[config.mk]
export PLATFORM = sky130hd
export DESIGN_NAME = qfp_core
export DESIGN_NICKNAME = d
export VERILOG_FILES = /design/src/design/qfp_addr_map.v /design/src/design/qfp_core.v /design/src/design/qfp_phase_gen.v
export VERILOG_INCLUDE_DIRS = /design/src /design/src/design
export SDC_FILE = /design/constraint.sdc
export NUM_CORES = 1
export LEC_CHECK = 0
export ABC_CLOCK_PERIOD_IN_PS = 2530
export BUFFER_PORTS_ARGS = -buffer_cell sky130_fd_sc_hd__buf_4
export CORE_MARGIN = 1
export CORE_UTILIZATION = 30
export DETAILED_ROUTE_END_ITERATION = 10
export HOLD_SLACK_MARGIN = 0.06
export PLACE_DENSITY = 0.5
export SLEW_MARGIN = 5
export SYNTH_ARGS = -nofsm -noshare
export SYNTH_HDL_FRONTEND = slang
export SYNTH_SLANG_ARGS = --single-unit
[constraint.sdc]
create_clock -name clock_i -period 2.53 [get_ports clock_i]
set_clock_uncertainty 0.2 [all_clocks]
set_input_delay 0.506 -clock clock_i [delete_from_list [all_inputs] [get_ports clock_i]]
set_output_delay 0.506 -clock clock_i [all_outputs]
set_load 0.02 [all_outputs]
[src/design/qfp_defs.vh]
// Constants for the four-phase fetch pipeline
`ifndef QFP_DEFS_VH
`define QFP_DEFS_VH
`define QFP_IP_W        13
`define QFP_MEM_AW      12
`define QFP_INSN_W      14
`define QFP_DATA_AW     9
`define QFP_DATA_W      8
`define QFP_RESET_VEC   13'h0000
`define QFP_IRQ_VEC     13'h0004
`define QFP_INSN_NOP    14'h0000
`define QFP_PH_ONE      2'h0
`define QFP_PH_TWO      2'h1
`define QFP_PH_THREE    2'h2
`define QFP_PH_FOUR     2'h3
`define QFP_PH_STEP     2'h1
`define QFP_IP_STEP     13'h0001
`endif

[src/design/qfp_addr_map.v]
// Program address folding onto the implemented space
`include "qfp_defs.vh"
module qfp_addr_map (
    input  wire [`QFP_IP_W-1:0]  ip_i,
    output wire [`QFP_MEM_AW-1:0] mem_addr_o
);
    // Upper bit dropped so addresses wrap
    assign mem_addr_o = ip_i[`QFP_MEM_AW-1:0];
endmodule

[src/design/qfp_core.v]
// Instruction sequencing core with four-phase fetch pipeline
//
// Contract
// - Input clock divided by four into four non-overlapping phases per instruction cycle.
// - Instruction pointer increments once per instruction cycle, in phase_one.
// - Fetched word captured at phase_four, held for the next execution cycle.
// - Held instruction decoded and executed across phase_two to phase_four.
// - Operand read in phase_two, destination written in phase_four.
// - Next fetch overlaps current execution, one instruction per cycle.
// - Pointer-changing instructions take two cycles; sequential prefetched word is discarded.
// - Instruction pointer is 13 bits, 8K words of 14 bits.
// - Only 4K words present; higher addresses wrap onto them.
// - Reset starts at 0000h; interrupt entry loads 0004h.
`include "qfp_defs.vh"
module qfp_core (
    input  wire                    clock_i,
    input  wire                    resetn_i,
    input  wire [`QFP_INSN_W-1:0]  prog_data_i,
    input  wire                    branch_i,
    input  wire [`QFP_IP_W-1:0]    branch_target_i,
    input  wire                    irq_i,
    input  wire [`QFP_DATA_W-1:0]  result_i,
    output wire [`QFP_MEM_AW-1:0]  prog_addr_o,
    output wire [3:0]              phase_o,
    output reg  [`QFP_IP_W-1:0]    instruction_pointer_o,
    output reg  [`QFP_INSN_W-1:0]  insn_o,
    output reg                     insn_valid_o,
    output reg                     exec_o,
    output wire                    data_rd_o,
    output wire                    data_wr_o,
    output reg  [`QFP_DATA_W-1:0]  wr_data_o
);
    wire [1:0]              phase;
    reg  [`QFP_IP_W-1:0]    next_ip;
    reg                     pend_redirect;
    reg  [`QFP_IP_W-1:0]    pend_target;

    // Phase clocks
    qfp_phase_gen u_phase (
        .clock_i     (clock_i),
        .resetn_i    (resetn_i),
        .phase       (phase),
        .phase_hot_o (phase_o)
    );

    // Fold pointer onto implemented words
    qfp_addr_map u_map (
        .ip_i       (instruction_pointer_o),
        .mem_addr_o (prog_addr_o)
    );

    // Pointer update source
    always @* begin
        next_ip = instruction_pointer_o + `QFP_IP_STEP;
        if (pend_redirect) begin
            next_ip = pend_target;
        end
    end

    // Redirect requests latched during execution, applied at next phase_one
    always @(posedge clock_i or negedge resetn_i) begin
        if (!resetn_i) begin
            pend_redirect <= 1'b0;
            pend_target   <= `QFP_RESET_VEC;
        end else if (phase == `QFP_PH_FOUR && insn_valid_o) begin
            // Flushed slot redirects nothing
            if (irq_i) begin
                pend_redirect <= 1'b1;
                pend_target   <= `QFP_IRQ_VEC;
            end else if (branch_i) begin
                pend_redirect <= 1'b1;
                pend_target   <= branch_target_i;
            end else begin
                pend_redirect <= 1'b0;
            end
        end else if (phase == `QFP_PH_ONE) begin
            pend_redirect <= 1'b0;
        end
    end

    // Pointer register, starts at reset vector
    always @(posedge clock_i or negedge resetn_i) begin
        if (!resetn_i) begin
            instruction_pointer_o <= `QFP_RESET_VEC;
        end else if (phase == `QFP_PH_ONE && exec_o) begin
            instruction_pointer_o <= next_ip;
        end
    end

    // Fetch capture and flush
    always @(posedge clock_i or negedge resetn_i) begin
        if (!resetn_i) begin
            insn_o       <= `QFP_INSN_NOP;
            insn_valid_o <= 1'b0;
            exec_o       <= 1'b0;
        end else begin
            if (phase == `QFP_PH_FOUR) begin
                exec_o <= 1'b1;
                // Capture word fetched this cycle
                if (insn_valid_o && (branch_i || irq_i)) begin
                    insn_o       <= `QFP_INSN_NOP;
                    insn_valid_o <= 1'b0;
                end else begin
                    // Reset-vector word executes too
                    insn_o       <= prog_data_i;
                    insn_valid_o <= 1'b1;
                end
            end
        end
    end

    // Operand read and destination write timing
    assign data_rd_o = insn_valid_o && (phase == `QFP_PH_TWO);
    assign data_wr_o = insn_valid_o && (phase == `QFP_PH_FOUR);

    // Result captured during phase_three for the phase_four write
    always @(posedge clock_i or negedge resetn_i) begin
        if (!resetn_i) begin
            wr_data_o <= {`QFP_DATA_W{1'b0}};
        end else if (phase == `QFP_PH_THREE && insn_valid_o) begin
            wr_data_o <= result_i;
        end
    end
endmodule

[src/design/qfp_phase_gen.v]
// Four-phase generator dividing the input clock by four
`include "qfp_defs.vh"
module qfp_phase_gen (
    input  wire       clock_i,
    input  wire       resetn_i,
    output reg  [1:0] phase,
    output wire [3:0] phase_hot_o
);
    // Divide by four
    always @(posedge clock_i or negedge resetn_i) begin
        if (!resetn_i) begin
            phase <= `QFP_PH_ONE;
        end else begin
            phase <= phase + `QFP_PH_STEP;
        end
    end

    // One-hot, never overlapping phases
    genvar g;
    generate
        for (g = 0; g < 4; g = g + 1) begin : g_hot
            localparam [1:0] PH_CODE = g;
            assign phase_hot_o[g] = (phase == PH_CODE);
        end
    endgenerate
endmodule

==> results.tsv <==
stage	metric	value	unit
status	status	finished, final reports clean	
sta	setup_violations	0	
pwr	p_leak	0.001553	µW
floorplan	row_count	33	
sta	final_max_slew_viol_count	0	
synthesis	yosys_most_used_dff	dfrtp_1	
critical_path	crit_type	flip-flop to primary output	
job	cap_violations	0	
sta	clock.fmax	0.4795	GHz
grt	grt_overflow	0	
routing	vias	2022	
critical_path	path_max_fanout	9	
floorplan	start_util	0.3088	
finish	drive_above_1_share	0.3878	
synthesis	postSynth.asyncResetShare	1.000	
sta	layout_min_cycle_time	2085	ps
floorplan	io_pins	94	
routing	drtPass1Iterations	4	
critical_path	crit_path_end_kind	primary output	
synthesis	synth_top_family_by_area	compound AO/OA/AOI/OAI gates	
routing	via_per_inst	4.849	
critical_path	cp_common_cell	buf_4	
grt	grt_use_total	0.1421	
sta	rsz0062_at_grt	false	
synthesis	ys_seq_area_frac	0.5253	
critical_path	worstReg2RegStart	u_phase.phase[0]$_DFF_PN0_	
hold_path	hp-class	input port to asynchronous set/reset pin	
routing	drt-total-wl	6010	µm
clock_network	h-tree-depth	2	
synthesis	syn_inst	230	
clock_network	cts_resized	0	
clock_network	path_clk_slew	100	ps
clock_network	clock-sinks	53	
synthesis	synth_mux_area_frac	0.04757	
synthesis	synth.cell_area	2525	µm²
critical_path	worstPathCellList	inv_1 -> ha_1 -> buf_4 -> buf_4	
finish	fillers	826	
placement	port_buffers	93	
critical_path	crit_path_top_delay_cell	dfrtp_1	
clock_network	root_buffer	clkbuf_8	
routing	drc	0	
synthesis	synth-simple-area-share	0.1611	
synthesis	synthAdderAreaFrac	0.02478	
routing	routed.top_layer	met4	
placement	place_inst	409	
floorplan	coreArea	8175	µm²
placement	gp_congestion	0.7158	
pwr	power_density	704.3	nW/µm²
clock_network	holdBufCountCts	0	
synthesis	synth_top_area_frac	0.5253	
routing	wl_met1	2846	µm
finish	antenna-diode-count	0	
clock_network	cts_setup_buffers	0	
critical_path	cp_slowest_stage_delay	410	ps
sta	finalCritPeriodShare	0.8243	
synthesis	synth_edf_count	0	
critical_path	path_delay_family	buffers and inverters	
placement	place_hpwl	4233	µm
grt	grt_pass1_wl	9729	µm
sta	hold_viol	0	
sta	slew_headroom	0.3523	
floorplan	dieArea	8787	µm²
synthesis	ys_top_cells_by_area	dfrtp_1, a22o_1, buf_4	
routing	drt_iter0_markers	77	
grt	antenna_found_initial	0	
grt	grt_pass1_vias	1932	
sta	finalSetupTns	0	ps
sta	worst_slew_pin_slew	968.0	ps
floorplan	die_w	93.74	µm
critical_path	start_kind	flip-flop	
routing	ant_nets	0	
grt	grt_max_degree	54	
pwr	irDropWorstVdd	307.0	µV
synthesis	ys_warn_count	0	
synthesis	yosysUniqueCellTypes	42	
routing	dr_wl_met2	2636	µm
synthesis	ys_seq_elements	53	
clock_network	clock_latency	300	ps
finish	syn_to_final_growth	33.35	%
synthesis	yosysTopAreaCell	dfrtp_1	
synthesis	synth-xor-area-share	0	
critical_path	crit_start	u_phase.phase[0]$_DFF_PN0_	
routing	routed-wl-met3	484	µm
finish	final_cells	417	
critical_path	critical_path_buf_inv_count	3	
clock_network	cts_inserted_buffers	5	
clock_network	cts_tree	built	
synthesis	synthesis.nets	274	
finish	finalNetCount	355	
floorplan	die_h	93.74	µm
synthesis	synth-compound-area-share	0.1764	
critical_path	required	1820	ps
routing	routedWlPerCell	14.41	µm
synthesis	syn_avg_cell_area	10.98	µm²
clock_network	cts_max_path_buffers	2	
critical_path	arrival	1380	ps
-- flip-flops by register name, summed over array words and instances (netlist names) --
register,cells
exec_o,1
insn_o,14
insn_valid_o,1
instruction_pointer_o,13
pend_redirect,1
pend_target,13
u_phase.phase,2
wr_data_o,8
-- cells in the mapped netlist (all sizes together) (2+ instances only) --
master and n:
a22o 15, mux2i 3, or4 4, and2 3, dfrtp 53, o21ai 18
ha 5, nand4 3, a22oi 3, buf 16, o211ai 5, o41ai 3
inv 5, clkbuf 8, o31ai 3, mux2 8, a21oi 10, nand2 18
nor2 6, and4 4, nand2b 16, nand3 6, o21a 2
-- layout make-up --
class                           count  area, µm²  share of cell area
Clock inverter                      2      37.54             0.01115
Tap cell                          105      131.4             0.03902
Timing Repair Buffer               98      735.7              0.2185
Multi-Input combinational cell    148       1035              0.3073
Inverter                            5      18.77            0.005574
Clock buffer                        6      82.58             0.02453
Sequential cell                    53       1326              0.3939
-- logic make-up (layout without fill, tap and decap cells) --
family,count (synthesis),in the layout
DFF,53,53
AOI/OAI and AO/OA,65,65
and+or+nand+nor,67,67
muxes,11,11
buffers and inverters,29,111
adders and majority gates,5,5
-- layout by cell type (no fill, tap or decap), drive strengths merged --
cell and n:
buf 98, dfrtp 53, o21ai 18, nand2 18, nand2b 16, a22o 15, a21oi 10, mux2 8
nor2 6, clkbuf 6, nand3 6, inv 5, o211ai 5, ha 5, or4 4, and4 4
and2 3, o41ai 3, a22oi 3, o31ai 3, mux2i 3, nand4 3, o21a 2, a31oi 1
o31a 1, or4b 1, nand4bb 1, nor4 1, o311ai 1, nand3b 1, or2 1, and3 1
a311oi 1, a211oi 1, or2b 1, a31o 1, clkinvlp 1, bufinv 1
-- layer usage --
layer,vias up,track usage
met1,952,0.2010
met5,-,0
met2,80,0.2074
met4,0,0.03462
li1,986,-
met3,4,0.04773
-- where the power goes --
| part | internal, µW | total, µW | switching [µW] |
|---|---|---|---|
| combinational | 322 | 660 | 339 |
| clock | 322 | 605 | 283 |
| sequential | 964 | 1110 | 142 |
-- stage by stage --
stage,power [µW],utilization,worst slack (ps),hold WS [ps],area (µm²)
2_1_floorplan,1517,-,555.5,10.41,2525
3_3_place_gp,1789,0.3972,453.3,257.7,3247
3_5_place_dp,1796,0.3972,426.3,268.2,3247
4_1_cts,2415,0.4118,426.5,64.41,3367
5_1_grt,2518,0.4118,354.5,91.20,3367
6_report,2371,0.4118,444.6,30.62,3367
-- worst paths after layout --
| path | cells after the start | slack (ps) | end |
|---|---|---|---|
| max | 4 | 440 | phase_o[0] |
| min | 1 | 30 | instruction_pointer_o[11]$_DFFE_PN0P_ |
| max reg2reg | 4 | 550 | insn_o[1]$_DFFE_PN0N_ |
| min reg2reg | 2 | 280 | pend_target[11]$_DFFE_PN0P_ |
| max in group asynchronous | 1 | 1650 | insn_o[8]$_DFFE_PN0N_ |
| min in group clock_i | 2 | 210 | insn_o[11]$_DFFE_PN0N_ |
No activity file was read; power rests on OpenSTA's default activity.
